$ cat src/tsr_consts.svh
// Purpose: Named constants of the temperature monitor SMBus register block.
// Assumes: 100 MHz core clock.
// Notes:   Times are kept in microseconds; cycle counts derive from them.
`ifndef TSR_CONSTS_SVH
`define TSR_CONSTS_SVH
`define TSR_CLK_MHZ      100
`define TSR_CNT_W        22
`define TSR_TIMEOUT_US   35000
`define TSR_TIMEOUT_CYC  (`TSR_TIMEOUT_US * `TSR_CLK_MHZ)
`define TSR_MEAS_US      31250
`define TSR_MEAS_CYC     (`TSR_MEAS_US * `TSR_CLK_MHZ)
`define TSR_SLV_ADDR     7'h4c
`define TSR_RA_LTEMP     8'h00
`define TSR_RA_RTEMP_HI  8'h01
`define TSR_RA_STATUS    8'h02
`define TSR_RA_CFG       8'h03
`define TSR_RA_RATE      8'h04
`define TSR_RA_LHI       8'h05
`define TSR_RA_LLO       8'h06
`define TSR_RA_RHI       8'h07
`define TSR_RA_RLO       8'h08
`define TSR_RA_RTEMP_LO  8'h10
`define TSR_WA_CFG       8'h09
`define TSR_WA_RATE      8'h0a
`define TSR_WA_LHI       8'h0b
`define TSR_WA_LLO       8'h0c
`define TSR_WA_RHI       8'h0d
`define TSR_WA_RLO       8'h0e
`define TSR_WA_ONESHOT   8'h0f
`define TSR_RW_RCRIT     8'h19
`define TSR_RW_LCRIT     8'h20
`define TSR_RW_FILT      8'hbf
`define TSR_RST_PTR      8'h00
`define TSR_RST_CFG      8'h00
`define TSR_RST_RATE     8'h08
`define TSR_RST_HI       8'h46
`define TSR_RST_LO       8'h00
`define TSR_RST_CRIT     8'h55
`define TSR_RST_FILT     8'h00
`define TSR_CFG_WMASK    8'hd5
`define TSR_FILT_WMASK   8'h07
`define TSR_CFG_AMASK    7
`define TSR_CFG_STOP     6
`define TSR_CFG_RCMASK   4
`define TSR_CFG_LCMASK   2
`define TSR_CFG_FQ       0
`define TSR_FILT_MSB     2
`define TSR_FILT_LSB     1
`define TSR_FILT_OFF     2'h0
`define TSR_FILT_L2      2'h3
`define TSR_OPEN_CODE    8'h7f
`define TSR_SHORT_CODE   8'h80
`define TSR_FQ_DEPTH     2'h3
`define TSR_LAST_BIT     3'h7
`endif

$ cat src/tsr_pkg.sv
// Purpose: Types shared by the temperature monitor register block.
// Assumes: Widths follow tsr_consts.svh.
// Notes:   State structs hold all flip-flops of each module.
`default_nettype none
`include "tsr_consts.svh"
package tsr_pkg;
  typedef enum logic [3:0] {
    SMB_IDLE = 4'h0,
    SMB_ADDR = 4'h1,
    SMB_AACK = 4'h3,
    SMB_CMD  = 4'h2,
    SMB_CACK = 4'h6,
    SMB_WDAT = 4'h7,
    SMB_WACK = 4'h5,
    SMB_DONE = 4'h4,
    SMB_RDAT = 4'hb,
    SMB_RACK = 4'ha
  } tsr_smb_t;
  typedef struct packed {
    logic [12:0] acc;
    logic [7:0]  temp_hi;
    logic [7:0]  temp_lo;
    logic        open_flag;
    logic [5:0]  fq_cnt;
    logic [2:0]  flags;
  } tsr_rch_st_t;
endpackage
`default_nettype wire

$ cat src/tsr_rch_if.sv
// Purpose: Carries samples, settings and results to the remote channel.
// Assumes: One clock for both ends.
// Notes:   flags holds high, low and critical in bits 0, 1 and 2.
`default_nettype none
interface tsr_rch_if;
  logic        sample;
  logic [10:0] raw;
  logic        open_f;
  logic        short_f;
  logic [1:0]  filt;
  logic        fq_en;
  logic [7:0]  lim_hi;
  logic [7:0]  lim_lo;
  logic [7:0]  lim_crit;
  logic [7:0]  temp_hi;
  logic [7:0]  temp_lo;
  logic        open_flag;
  logic [2:0]  flags;
  modport src (output sample, raw, open_f, short_f, filt, fq_en, lim_hi,
               lim_lo, lim_crit, input temp_hi, temp_lo, open_flag, flags);
  modport rch (input sample, raw, open_f, short_f, filt, fq_en, lim_hi,
               lim_lo, lim_crit, output temp_hi, temp_lo, open_flag, flags);
endinterface
`default_nettype wire

$ cat src/tsr_rch.sv
// Purpose: Remote channel: fault codes, digital filter, limits, fault queue.
// Assumes: sample is a one-cycle strobe with raw and fault inputs valid.
// Notes:   The filter keeps two extra fraction bits to limit drift.
`default_nettype none
`include "tsr_consts.svh"
module tsr_rch (
  // Clock and reset
  input wire logic CLK_I,
  input wire logic RST_N_I,
  // Channel link
  tsr_rch_if.rch   ch
);
  import tsr_pkg::*;
  tsr_rch_st_t st;
  tsr_rch_st_t n;
  logic [14:0] s1;
  logic [14:0] s2;
  logic [10:0] v;
  logic [2:0]  c;
  logic [1:0]  q;

  always_comb begin
    n  = st;
    s1 = {{2{st.acc[12]}}, st.acc} + {{2{ch.raw[10]}}, ch.raw, 2'h0};
    s2 = s1 + {{2{st.acc[12]}}, st.acc} + {{2{st.acc[12]}}, st.acc};
    v  = {st.temp_hi, st.temp_lo[7:5]};
    c  = 3'h0;
    q  = 2'h0;
    if (ch.sample) begin
      if (ch.open_f) begin
        n.temp_hi   = `TSR_OPEN_CODE;
        n.temp_lo   = 8'h00;
        n.open_flag = 1'b1;
      end else if (ch.short_f) begin
        n.temp_hi   = `TSR_SHORT_CODE;
        n.temp_lo   = 8'h00;
        n.open_flag = 1'b0;
      end else begin
        n.open_flag = 1'b0;
        unique case (ch.filt)
          `TSR_FILT_OFF: n.acc = {ch.raw, 2'h0};
          `TSR_FILT_L2:  n.acc = s2[14:2];
          default:       n.acc = s1[13:1];
        endcase
        n.temp_hi = n.acc[12:5];
        n.temp_lo = {n.acc[4:2], 5'h00};
      end
      // A fault code also seeds the filter so recovery starts from it.
      if (ch.open_f || ch.short_f) begin
        n.acc = {n.temp_hi, 5'h00};
      end
      v = {n.temp_hi, n.temp_lo[7:5]};
      // The open flag takes no part here; only the reading is compared.
      c[0] = $signed(v) > $signed({ch.lim_hi, 3'h0});
      c[1] = $signed(v) < $signed({ch.lim_lo, 3'h0});
      c[2] = $signed(v) > $signed({ch.lim_crit, 3'h0});
      for (int i = 0; i < 3; i++) begin
        q = st.fq_cnt[2*i +: 2];
        if (!c[i]) begin
          q = 2'h0;
        end else if (q != `TSR_FQ_DEPTH) begin
          q = q + 2'h1;
        end
        n.fq_cnt[2*i +: 2] = q;
        n.flags[i] = ch.fq_en ? (q == `TSR_FQ_DEPTH) : c[i];
      end
    end
  end

  always_ff @(posedge CLK_I or negedge RST_N_I) begin
    if (!RST_N_I) begin
      st <= '0;
    end else begin
      st <= n;
    end
  end

  assign ch.temp_hi   = st.temp_hi;
  assign ch.temp_lo   = st.temp_lo;
  assign ch.open_flag = st.open_flag;
  assign ch.flags     = st.flags;
endmodule
`default_nettype wire

$ cat src/tsr_top.sv
// Purpose: SMBus slave and register file of a local and remote monitor.
// Assumes: Converter results share CLK_I; SMBus pins are asynchronous.
// Notes:   Pins are open drain: drive low while the enable is high.
//
// Overview of operation
// Data, alarm and critical pins only pull low or release, never high.
// Open or supply-shorted diode: high byte 127, low byte 0, open flag.
// Substituted reading is compared normally; may raise both alarms.
// Open flag alone never drives the alarm output.
// Diode shorted to ground: high byte reads minus 128, flag stays clear.
// Reading below remote low limit drives alarm unless masked.
// Pointer selects register, resets to local temperature, holds value.
// Locations are read only, write only, or read/write on one or two.
// Write is address, command byte into pointer, one data byte stored.
// Plain read returns byte at the latched pointer.
// Read with pointer change uses command byte and repeated start.
// Bytes go out MSB first; master ack or nack both end cleanly.
// One measurement cycle of both sensors takes 31.25 ms.
// Master reads both remote bytes from one conversion; the code keeps no copy, each byte reads the latest result.
// Clock or data low beyond 35 ms returns slave to idle.
// Master forces bus recovery by holding a line low 35 ms.
// A start anywhere abandons the transfer and expects an address.
// Filter strength from filter register bits two and one.
// Fault queue needs three out-of-limit remote samples when enabled.
// Write to the one-shot location starts one conversion cycle.
// Writes to unwritable or undefined locations are acked, no effect.
// Fixed seven-bit address; clock never driven or stretched.
// Configuration bit seven masks the alarm output.
// Status bit seven shows busy; bit two shows open diode.
`default_nettype none
`include "tsr_consts.svh"
module tsr_top #(
  parameter logic [`TSR_CNT_W-1:0] TIMEOUT_CYC =
    `TSR_CNT_W'(`TSR_TIMEOUT_CYC),
  parameter logic [`TSR_CNT_W-1:0] MEAS_CYC =
    `TSR_CNT_W'(`TSR_MEAS_CYC)
) (
  // Clock and reset
  input  wire logic        CLK_I,
  input  wire logic        RST_N_I,
  // SMBus pins
  input  wire logic        SMBCLK_I,
  input  wire logic        SMBDAT_I,
  output var  logic        SMBDAT_O,
  output var  logic        SMBDAT_OE_O,
  // Alarm pins
  output var  logic        ALERT_N_O,
  output var  logic        ALERT_N_OE_O,
  output var  logic        TCRIT_N_O,
  output var  logic        TCRIT_N_OE_O,
  // Converter results
  input  wire logic [7:0]  LOCAL_TEMP_I,
  input  wire logic [10:0] REMOTE_TEMP_I,
  input  wire logic        DIODE_OPEN_I,
  input  wire logic        DIODE_SHORT_I
);
  import tsr_pkg::*;

  typedef struct packed {
    logic                  scl_m;
    logic                  scl_s;
    logic                  scl_d;
    logic                  sda_m;
    logic                  sda_s;
    logic                  sda_d;
    tsr_smb_t              fsm;
    logic [2:0]            bitc;
    logic                  byte_done;
    logic [7:0]            sh;
    logic                  rw;
    logic                  mack;
    logic                  sda_oe;
    logic [`TSR_CNT_W-1:0] tocnt;
    logic [7:0]            ptr;
    logic [7:0]            cfg;
    logic [7:0]            rate;
    logic [7:0]            lhi;
    logic [7:0]            llo;
    logic [7:0]            rhi;
    logic [7:0]            rlo;
    logic [7:0]            rcrit;
    logic [7:0]            lcrit;
    logic [7:0]            filt;
    logic [7:0]            ltemp;
    logic                  lhi_f;
    logic                  llo_f;
    logic                  lcrit_f;
    logic                  busy;
    logic                  oneshot;
    logic [`TSR_CNT_W-1:0] mcnt;
    logic                  sample;
    logic                  alert_oe;
    logic                  tcrit_oe;
    logic                  od_lvl;
  } tsr_st_t;

  tsr_st_t   st;
  tsr_st_t   n;
  tsr_rch_if rch_l ();

  logic       scl_rise;
  logic       scl_fall;
  logic       start_c;
  logic       stop_c;
  logic       wr_en;
  logic [7:0] wr_addr;
  logic [7:0] wr_data;
  logic [7:0] rd_data;
  logic [7:0] status;

  assign status = {st.busy, st.lhi_f, st.llo_f, rch_l.flags[0],
                   rch_l.flags[1], rch_l.open_flag, rch_l.flags[2],
                   st.lcrit_f};

  // Read decode: write-only and undefined locations read as zero.
  always_comb begin
    unique case (st.ptr)
      `TSR_RA_LTEMP:    rd_data = st.ltemp;
      `TSR_RA_RTEMP_HI: rd_data = rch_l.temp_hi;
      `TSR_RA_STATUS:   rd_data = status;
      `TSR_RA_CFG:      rd_data = st.cfg;
      `TSR_RA_RATE:     rd_data = st.rate;
      `TSR_RA_LHI:      rd_data = st.lhi;
      `TSR_RA_LLO:      rd_data = st.llo;
      `TSR_RA_RHI:      rd_data = st.rhi;
      `TSR_RA_RLO:      rd_data = st.rlo;
      `TSR_RA_RTEMP_LO: rd_data = rch_l.temp_lo;
      `TSR_RW_RCRIT:    rd_data = st.rcrit;
      `TSR_RW_LCRIT:    rd_data = st.lcrit;
      `TSR_RW_FILT:     rd_data = st.filt;
      default:          rd_data = 8'h00;
    endcase
  end

  always_comb begin
    n       = st;
    wr_en   = 1'b0;
    wr_addr = st.ptr;
    wr_data = st.sh;
    n.sample = 1'b0;
    // The first stage of each synchroniser is never looked at; edges compare the second and third.
    n.scl_m = SMBCLK_I;
    n.scl_s = st.scl_m;
    n.scl_d = st.scl_s;
    n.sda_m = SMBDAT_I;
    n.sda_s = st.sda_m;
    n.sda_d = st.sda_s;
    scl_rise = st.scl_s & ~st.scl_d;
    scl_fall = ~st.scl_s & st.scl_d;
    start_c  = st.scl_s & st.scl_d & st.sda_d & ~st.sda_s;
    stop_c   = st.scl_s & st.scl_d & ~st.sda_d & st.sda_s;

    unique case (st.fsm)
      SMB_IDLE, SMB_DONE: begin
      end
      SMB_ADDR, SMB_CMD, SMB_WDAT: begin
        if (scl_rise) begin
          n.sh   = {st.sh[6:0], st.sda_s};
          n.bitc = st.bitc + 3'h1;
          if (st.bitc == `TSR_LAST_BIT) begin
            n.byte_done = 1'b1;
          end
        end else if (scl_fall && st.byte_done) begin
          n.byte_done = 1'b0;
          n.sda_oe    = 1'b1;
          if (st.fsm == SMB_ADDR) begin
            if (st.sh[7:1] == `TSR_SLV_ADDR) begin
              n.fsm = SMB_AACK;
              n.rw  = st.sh[0];
            end else begin
              n.fsm    = SMB_IDLE;
              n.sda_oe = 1'b0;
            end
          end else if (st.fsm == SMB_CMD) begin
            n.ptr = st.sh;
            n.fsm = SMB_CACK;
          end else begin
            wr_en = 1'b1;
            n.fsm = SMB_WACK;
          end
        end
      end
      SMB_AACK: begin
        if (scl_fall) begin
          if (st.rw) begin
            n.fsm    = SMB_RDAT;
            n.sh     = rd_data;
            n.sda_oe = ~rd_data[7];
          end else begin
            n.fsm    = SMB_CMD;
            n.sda_oe = 1'b0;
          end
        end
      end
      SMB_CACK: begin
        if (scl_fall) begin
          n.fsm    = SMB_WDAT;
          n.sda_oe = 1'b0;
        end
      end
      SMB_WACK: begin
        // Further data bytes are not acknowledged.
        if (scl_fall) begin
          n.fsm    = SMB_DONE;
          n.sda_oe = 1'b0;
        end
      end
      SMB_RDAT: begin
        if (scl_rise) begin
          n.bitc = st.bitc + 3'h1;
          if (st.bitc == `TSR_LAST_BIT) begin
            n.byte_done = 1'b1;
          end
        end else if (scl_fall) begin
          if (st.byte_done) begin
            n.byte_done = 1'b0;
            n.sda_oe    = 1'b0;
            n.fsm       = SMB_RACK;
          end else begin
            n.sh     = {st.sh[6:0], 1'b0};
            n.sda_oe = ~st.sh[6];
          end
        end
      end
      SMB_RACK: begin
        if (scl_rise) begin
          n.mack = ~st.sda_s;
        end else if (scl_fall) begin
          if (st.mack) begin
            // Acked: the same location is sent again.
            n.fsm    = SMB_RDAT;
            n.sh     = rd_data;
            n.sda_oe = ~rd_data[7];
          end else begin
            n.fsm = SMB_DONE;
          end
        end
      end
      default: begin
        n.fsm    = SMB_IDLE;
        n.sda_oe = 1'b0;
      end
    endcase

    if (start_c) begin
      n.fsm       = SMB_ADDR;
      n.bitc      = 3'h0;
      n.byte_done = 1'b0;
      n.sda_oe    = 1'b0;
    end else if (stop_c) begin
      n.fsm    = SMB_IDLE;
      n.sda_oe = 1'b0;
    end

    // Either line low counts; the bus timeout overrides the bus state, start and stop.
    if (!st.scl_s || !st.sda_s) begin
      n.tocnt = st.tocnt + `TSR_CNT_W'(1);
      if (st.tocnt == TIMEOUT_CYC) begin
        n.tocnt  = '0;
        n.fsm    = SMB_IDLE;
        n.sda_oe = 1'b0;
      end
    end else begin
      n.tocnt = '0;
    end

    // Conversion sequencer: runs back to back unless stopped.
    if (!st.busy) begin
      if (!st.cfg[`TSR_CFG_STOP] || st.oneshot) begin
        n.busy    = 1'b1;
        n.oneshot = 1'b0;
        n.mcnt    = '0;
      end
    end else if (st.mcnt == MEAS_CYC - `TSR_CNT_W'(1)) begin
      n.busy    = 1'b0;
      n.sample  = 1'b1;
      n.ltemp   = LOCAL_TEMP_I;
      n.lhi_f   = $signed(LOCAL_TEMP_I) > $signed(st.lhi);
      n.llo_f   = $signed(LOCAL_TEMP_I) < $signed(st.llo);
      n.lcrit_f = $signed(LOCAL_TEMP_I) > $signed(st.lcrit);
    end else begin
      n.mcnt = st.mcnt + `TSR_CNT_W'(1);
    end

    // Writes come last so a one-shot request beats the sequencer clear.
    if (wr_en) begin
      unique case (wr_addr)
        `TSR_WA_CFG:     n.cfg   = wr_data & `TSR_CFG_WMASK;
        `TSR_WA_RATE:    n.rate  = wr_data;
        `TSR_WA_LHI:     n.lhi   = wr_data;
        `TSR_WA_LLO:     n.llo   = wr_data;
        `TSR_WA_RHI:     n.rhi   = wr_data;
        `TSR_WA_RLO:     n.rlo   = wr_data;
        `TSR_RW_RCRIT:   n.rcrit = wr_data;
        `TSR_RW_LCRIT:   n.lcrit = wr_data;
        `TSR_RW_FILT:    n.filt  = wr_data & `TSR_FILT_WMASK;
        `TSR_WA_ONESHOT: n.oneshot = 1'b1;
        default: begin
        end
      endcase
    end

    // The open flag is left out of the alarm terms on purpose.
    n.alert_oe = ~st.cfg[`TSR_CFG_AMASK] &
                 (st.lhi_f | st.llo_f | st.lcrit_f |
                  rch_l.flags[0] | rch_l.flags[1] |
                  rch_l.flags[2]);
    n.tcrit_oe = (st.lcrit_f & ~st.cfg[`TSR_CFG_LCMASK]) |
                 (rch_l.flags[2] & ~st.cfg[`TSR_CFG_RCMASK]);
  end

  always_ff @(posedge CLK_I or negedge RST_N_I) begin
    if (!RST_N_I) begin
      st       <= '0;
      st.scl_m <= 1'b1;
      st.scl_s <= 1'b1;
      st.scl_d <= 1'b1;
      st.sda_m <= 1'b1;
      st.sda_s <= 1'b1;
      st.sda_d <= 1'b1;
      st.fsm   <= SMB_IDLE;
      st.ptr   <= `TSR_RST_PTR;
      st.cfg   <= `TSR_RST_CFG;
      st.rate  <= `TSR_RST_RATE;
      st.lhi   <= `TSR_RST_HI;
      st.llo   <= `TSR_RST_LO;
      st.rhi   <= `TSR_RST_HI;
      st.rlo   <= `TSR_RST_LO;
      st.rcrit <= `TSR_RST_CRIT;
      st.lcrit <= `TSR_RST_CRIT;
      st.filt  <= `TSR_RST_FILT;
    end else begin
      st <= n;
    end
  end

  assign rch_l.sample   = st.sample;
  assign rch_l.raw      = REMOTE_TEMP_I;
  assign rch_l.open_f   = DIODE_OPEN_I;
  assign rch_l.short_f  = DIODE_SHORT_I;
  assign rch_l.filt     = st.filt[`TSR_FILT_MSB:`TSR_FILT_LSB];
  assign rch_l.fq_en    = st.cfg[`TSR_CFG_FQ];
  assign rch_l.lim_hi   = st.rhi;
  assign rch_l.lim_lo   = st.rlo;
  assign rch_l.lim_crit = st.rcrit;

  tsr_rch u_rch (
    .CLK_I   (CLK_I),
    .RST_N_I (RST_N_I),
    .ch      (rch_l)
  );

  // The drive level is a constant low; only the enables ever move.
  assign SMBDAT_O     = st.od_lvl;
  assign SMBDAT_OE_O  = st.sda_oe;
  assign ALERT_N_O    = st.od_lvl;
  assign ALERT_N_OE_O = st.alert_oe;
  assign TCRIT_N_O    = st.od_lvl;
  assign TCRIT_N_OE_O = st.tcrit_oe;
endmodule
`default_nettype wire

$ cat config.mk
export PLATFORM = sky130hd
export DESIGN_NAME = tsr_top
export DESIGN_NICKNAME = d
export VERILOG_FILES = /design/src/tsr_pkg.sv /design/src/tsr_rch_if.sv /design/src/tsr_rch.sv /design/src/tsr_top.sv
export VERILOG_INCLUDE_DIRS = /design/src
export SDC_FILE = /design/constraint.sdc
export NUM_CORES = 1
export LEC_CHECK = 0
export BUFFER_PORTS_ARGS = -buffer_cell sky130_fd_sc_hd__buf_2
export CORE_ASPECT_RATIO = 1.25
export CORE_MARGIN = 2
export CORE_UTILIZATION = 64
export DETAILED_ROUTE_END_ITERATION = 16
export PLACE_DENSITY_LB_ADDON = 0.2
export SKIP_LAST_GASP = 1
export SLEW_MARGIN = 10
export SYNTH_ARGS = -nofsm -noshare
export SYNTH_HDL_FRONTEND = slang
export SYNTH_SLANG_ARGS = --single-unit
$ cat constraint.sdc
create_clock -name CLK_I -period 5.25 [get_ports CLK_I]
set_input_delay 1.05 -clock CLK_I [delete_from_list [all_inputs] [get_ports CLK_I]]
set_output_delay 1.05 -clock CLK_I [all_outputs]
set_load 0.02 [all_outputs]
==> results.yml, run 1 <==
die:
  row_count: 56
  io_pins: 31
  dieArea_um2: 19900
  die_w_um: 127
  core_area_um2: 18600
  start_util_pct: 64.6
  die_h_um: 157
critical_path:
  crit_fanout: 3
  cp_data_required_time_ns: 5.61
  arrival_ns: 5.32
  crit_path_end_kind: "flop"
  crit_type: "input port to flop"
  start_kind: "input port"
  r2r_cells: 20
clocking:
  clockBufferDepth: 2
  cts_root_buf: "clkbuf_16"
  clk_latency_ns: 0.44
  clk_pin_slew_ns: 0.07
  htreeDepth: 4
  cts_tree: "done"
  clkSinkCount: 191
  cts_buffers: 17
detailed_routing:
  drcViolationCount: 0
  dr_total_vias: 10200
  postRouteAntennaNets: 0
  viasPerCell: 6.43
  wl_um: 32400
  drtIter0Drc: 892
  wl_per_cell_um: 20.4
  dr.pass1.iters: 6
pwr:
  p_leak_uw: 0.00608
  power_density_nw_per_um2: 254
  ir_drop_mv: 0.312
place:
  place_congestion: 0.985
  dpl_cell_area_um2: 12800
  portBuffers: 27
  dpl.cell_count: 1555
  dp_hpwl_um: 23700
final_layout:
  nets: 1449
  final_cell_area_um2: 13500
  fin_util_pct: 72.4
  layout_commonest_cell: "dfrtp_1"
  layout_common_cells: "170 x dfrtp_1, 105 x nor2_1, 102 x nand2_1"
  final_cells: 1589
  drive_above_1_share_pct: 20.0
  area_delta_synth_final_pct: 12.0
global_route:
  grt_pass1_vias: 10100
  grt_max_degree: 116
  track_usage_pct: 33.4
  antenna_found_initial: 0
  grt_pass1_wl_um: 52200
  grt_overflow: 0
yosys:
  synth_ff_type: "dfrtp_1"
  syn_area_um2: 12000
  yosysSeqAreaShare_pct: 39.9
  synth-edff-count: 0
  async_flop_share_pct: 100
  postSynthAreaPerCell_um2: 9.43
  ys_types: 87
  synth-seq-cells: 191
  ys_warn_count: 0
  synthCells: 1277
sta:
  fmax_mhz: 202
  min_period_over_period_pct: 94.5
  setup_violations: 0
  hold_viol: 0
  setup_tns_ns: 0
  tightest_slew_ns: 1.10
  finalCriticalPeriod_ns: 4.96
  drv_slew: 0
  clock_skew_ns: 0.0130
  fin_hold_ws_ns: 0.356
  relSlewSlack_pct: 26.6
status:
  status: "finished clean"
worst_hold_path:
  min_path_type: "flop to flop"
  hold_path_depth: 0
job:
  max_cap_viol_count: 0
==> registers in the layout, indices dropped and copies added, names as in the netlist <==
name,count
u_rch.ch.flags,3
st,106
rch_l.lim_crit,8
rch_l.lim_hi,8
ALERT_N_OE_O,1
u_rch.ch.temp_hi,8
wr_data,8
rch_l.sample,1
rch_l.filt,2
u_rch.ch.open_flag,1
wr_addr,8
n,4
rch_l.lim_lo,8
TCRIT_N_OE_O,1
SMBDAT_OE_O,1
u_rch.st,19
u_rch.ch.temp_lo,3
rch_l.fq_en,1
==> report_power, final <==
group | switching [uW] | leakage (uW) | internal, uW | total, uW
clock network | 608 | 0.000281 | 683 | 1290
registers | 149 | 0.00239 | 1520 | 1670
logic | 251 | 0.00342 | 214 | 466
==> critical path: stages <==
cell,delay (ns)
buf_2,0.11
ha_1,0.31
a211oi_2,0.27
o21bai_1,0.12
a2111oi_1,0.40
nor3_1,0.12
xor2_1,0.17
ha_1,0.34
o211ai_1,0.11
nand2_1,0.08
nand2_1,0.11
or3_1,0.36
o2111a_1,0.17
o31ai_2,0.28
ha_1,0.19
nand4_1,0.09
a221oi_2,0.21
o211ai_1,0.13
o21ai_1,0.14
mux2_2,0.37
a21oi_1,0.17
==> Yosys cell counts, types with 15 or more instances <==
cell | instances | share of area [%]
dfrtp_1 | 170 | 35
nor2_1 | 105 | 3.3
nand2_1 | 102 | 3.2
inv_1 | 90 | 2.8
ha_1 | 79 | 8.2
a21oi_1 | 76 | 3.2
mux2_2 | 72 | 6.7
o21ai_0 | 64 | 2.7
nand3_1 | 42 | 1.7
clkbuf_1 | 40 | 1.2
xor2_1 | 35 | 2.5
nand4_1 | 22 | 1.1
nor3_1 | 22 | 0.91
dfstp_2 | 21 | 4.6
nor2b_1 | 19 | 0.99
or3_1 | 18 | 0.93
nand2b_1 | 17 | 0.88
mux2i_1 | 15 | 1.2
xnor2_1 | 15 | 1.1
==> cell families after synthesis <==
family / count (synthesis) / share of synthesized area (%)
AO/OA/AOI/OAI: 295 / 16.0
XOR/XNOR: 50 / 3.64
adder cells (fa/ha/maj): 82 / 8.62
buffers and inverters: 150 / 4.95
flip-flops: 191 / 39.9
multiplexers: 100 / 9.66
other: 1 / 0.0311
AND/OR/NAND/NOR: 408 / 17.2
==> through the flow <==
stage          setup slack (ns)  total power [uW]
6_report                  0.289              3430
5_1_grt                 -0.0124              3570
4_1_cts                 0.00126              3420
3_5_place_dp             -0.496              2140
3_3_place_gp             -0.356              2120
2_1_floorplan            0.0163              1900
==> routing by layer <==
metal  vias to the layer above  wire, um  global-route usage (%)
met4                         0      2350                    23.0
met5                         -         0                       0
met2                       416     15900                    57.2
li1                       4728         -                       -
met1                      4927     12400                    38.5
met3                       139      1760                    5.34
==> cell type report <==
| cell class | count | area (um2) |
|---|---|---|
| inverter | 91 | 342 |
| multi-input combinational | 938 | 6730 |
| fill | 1391 | 5150 |
| timing repair buffer | 104 | 734 |
| clock buffer | 18 | 439 |
| sequential | 191 | 4810 |
| clock inverter | 14 | 149 |
| tap | 232 | 290 |
| antenna | 1 | 2.50 |
==> repair_timing <==
action,CTS,global route
endpoints found under the hold margin,0,0
gates resized for setup,1,19
endpoints found under the setup margin,3,9
hold buffers,0,0
pin swaps,0,2
buffers inserted,0,1
==> worst paths after layout <==
path | endpoint | startpoint | slack (ns)
max | u_rch.st[6] | REMOTE_TEMP_I[1] | 0.29
min | n[160] | n[161] | 0.36
max reg2reg | u_rch.st[6] | u_rch.st[29] | 0.61
min reg2reg | n[160] | n[161] | 0.36
max in group asynchronous | st[88] | RST_N_I | 3.59
min in group asynchronous | st[140] | RST_N_I | 0.71
(Power assumes the default switching activity.)
==> run 2, diff against run 1 <==
--- a/config.mk
+++ b/config.mk
@@ -8,8 +8,9 @@
 export LEC_CHECK = 0
 export BUFFER_PORTS_ARGS = -buffer_cell sky130_fd_sc_hd__buf_2
 export CORE_ASPECT_RATIO = 1.25
-export CORE_MARGIN = 2
-export CORE_UTILIZATION = 64
+export CORE_MARGIN = 5
+export CORE_UTILIZATION = 65
+export CTS_BUF_LIST = sky130_fd_sc_hd__clkbuf_4 sky130_fd_sc_hd__clkbuf_8
 export DETAILED_ROUTE_END_ITERATION = 16
 export PLACE_DENSITY_LB_ADDON = 0.2
 export SKIP_LAST_GASP = 1
==> run 2 against run 1 <==
Effect of this change: worst hold slack improved by 0.0051 ns; utilization increased by 1.1 points; critical path depth increased by 3; count of clock-buffer cells in the layout is 1 higher; largest cell class unchanged; sequential cell count did not move; clock power shrank 28%; largest power group unchanged; register-to-register slack got worse by 0.11 ns; sequential power barely moved; setup slack got worse by 0.025 ns; highest routed layer unchanged.
==> results.yml, run 2 (synthesis gave the netlist of run 1 again) <==
critical_path:
  worstSetupStartpoint: "REMOTE_TEMP_I[0]"
  crit_path_end_kind: "flop"
  crit_type: "input port to flop"
  reg2reg_from: "u_rch.st[28]"
  cp_data_required_time_ns: 5.66
  crit_fanout: 3
  start_kind: "input port"
  arrival_ns: 5.40
global_route:
  antenna_found_initial: 0
  grt_overflow: 0
  grt_pass1_wl_um: 51300
  track_usage_pct: 30.1
  grt_pass1_vias: 10100
  grt_max_degree: 128
final_layout:
  drive_above_1_share_pct: 20.5
  top_regs: "st: 106 flops, u_rch.st: 19 flops"
  layout_common_cells: "170 x dfrtp_1, 105 x nor2_1, 101 x nand2_1"
  layout_commonest_cell: "dfrtp_1"
  nets: 1455
  antennaDiodeCount: 0
  final_cells: 1590
  largest_register: "st"
  largest_reg_flops: 106
  area_delta_synth_final_pct: 10.9
pwr:
  p_leak_uw: 0.00603
  total_power_uw: 3070
  ir_drop_mv: 0.212
  power_density_nw_per_um2: 230
die:
  die_h_um: 162
  dieArea_um2: 21400
  die_w_um: 132
  core_area_um2: 18200
  row_count: 55
  start_util_pct: 66.3
  io_pins: 31
clocking:
  cts_root_buf: "clkbuf_8"
  clkSinkCount: 191
  cts_buffers: 17
  cts_tree: "done"
  cts_hold_buf: 0
  clk_pin_slew_ns: 0.11
  htreeDepth: 4
  clk_latency_ns: 0.48
  clockBufferDepth: 2
place:
  portBuffers: 27
  dp_hpwl_um: 23700
  place_congestion: 1.05
  dpl.cell_count: 1557
detailed_routing:
  postRouteAntennaNets: 0
  dr.pass1.iters: 6
  wl_per_cell_um: 20.2
  viasPerCell: 6.38
  drcViolationCount: 0
  drtIter0Drc: 778
  dr_total_vias: 10100
  wl_um: 32000
sta:
  finalCriticalPeriod_ns: 4.99
  relSlewSlack_pct: 23.4
  fin_hold_ws_ns: 0.362
  clock_skew_ns: 0.0165
  tightest_slew_ns: 1.15
  fmax_mhz: 201
  hold_viol: 0
  setup_violations: 0
  drv_slew: 0
  min_period_over_period_pct: 95.0
job:
  max_cap_viol_count: 0
worst_hold_path:
  min_path_type: "flop to flop"
  min_from: "n[161]"
status:
  status: "finished clean"
-- run 2: timing repair --
| item | 4_1_cts | 5_1_grt |
|---|---|---|
| pin swaps | 0 | 10 |
| buffers inserted | 0 | 1 |
| resized for setup | 2 | 24 |
| endpoints found under the setup margin | 3 | 9 |
-- run 2: worst paths after layout --
kind,to,slack [ns],cells past startpoint
max,u_rch.ch.flags[1],0.26,24
min,n[160],0.36,0
max reg2reg,u_rch.ch.flags[1],0.50,23
min reg2reg,n[160],0.36,0
max in group asynchronous,st[89],3.56,2
min in group asynchronous,st[137],0.71,1
-- run 2: metrics by stage --
| step | area, um2 | setup TNS [ns] | setup slack [ns] | utilization (%) |
|---|---|---|---|---|
| after CTS | 13300 | 0 | 0.000811 | 72.9 |
| final | 13400 | 0 | 0.263 | 73.5 |
| after global placement | 12900 | -2.53 | -0.428 | 70.8 |
| after floorplan | 12100 | 0 | 0.0163 | - |
| after detailed placement | 12900 | -3.61 | -0.602 | 70.8 |
| after global routing | 13400 | -0.0455 | -0.0273 | 73.5 |
-- run 2: metal layers --
| metal | share of wire [%] | up-vias | track usage (%) |
|---|---|---|---|
| met5 | 0 | - | 0 |
| met2 | 50 | 399 | 51.9 |
| li1 | - | 4732 | - |
| met3 | 5.3 | 145 | 5.45 |
| met4 | 7.0 | 0 | 19.9 |
| met1 | 38 | 4864 | 34.1 |
-- run 2: worst max-delay path, stage by stage --
cell	delay [ns]
buf_2	0.10
ha_1	0.21
buf_4	0.15
a211oi_4	0.25
buf_4	0.14
o211ai_1	0.12
a31oi_1	0.25
nor2b_1	0.10
o21ai_0	0.19
ha_1	0.27
or3_1	0.34
nand3_1	0.12
nor2_1	0.05
a21oi_1	0.18
o311ai_2	0.16
nand3_1	0.15
nand2_2	0.10
ha_4	0.29
nand4_1	0.11
a221oi_2	0.23
o211ai_1	0.14
o21ai_1	0.21
mux2_4	0.34
o2bb2ai_1	0.15
-- run 2: area by class of cell --
type | count | area [um2]
clock inverter | 13 | 128
clock buffer | 19 | 255
sequential | 191 | 4810
timing repair buffer | 110 | 779
tap | 228 | 285
fill | 1322 | 4810
multi-input combinational | 938 | 6760
inverter | 91 | 342
-- run 2: power breakdown --
part	switching, uW	internal (uW)
clock network	559	365
registers	153	1520
logic	250	220
total	963	2100
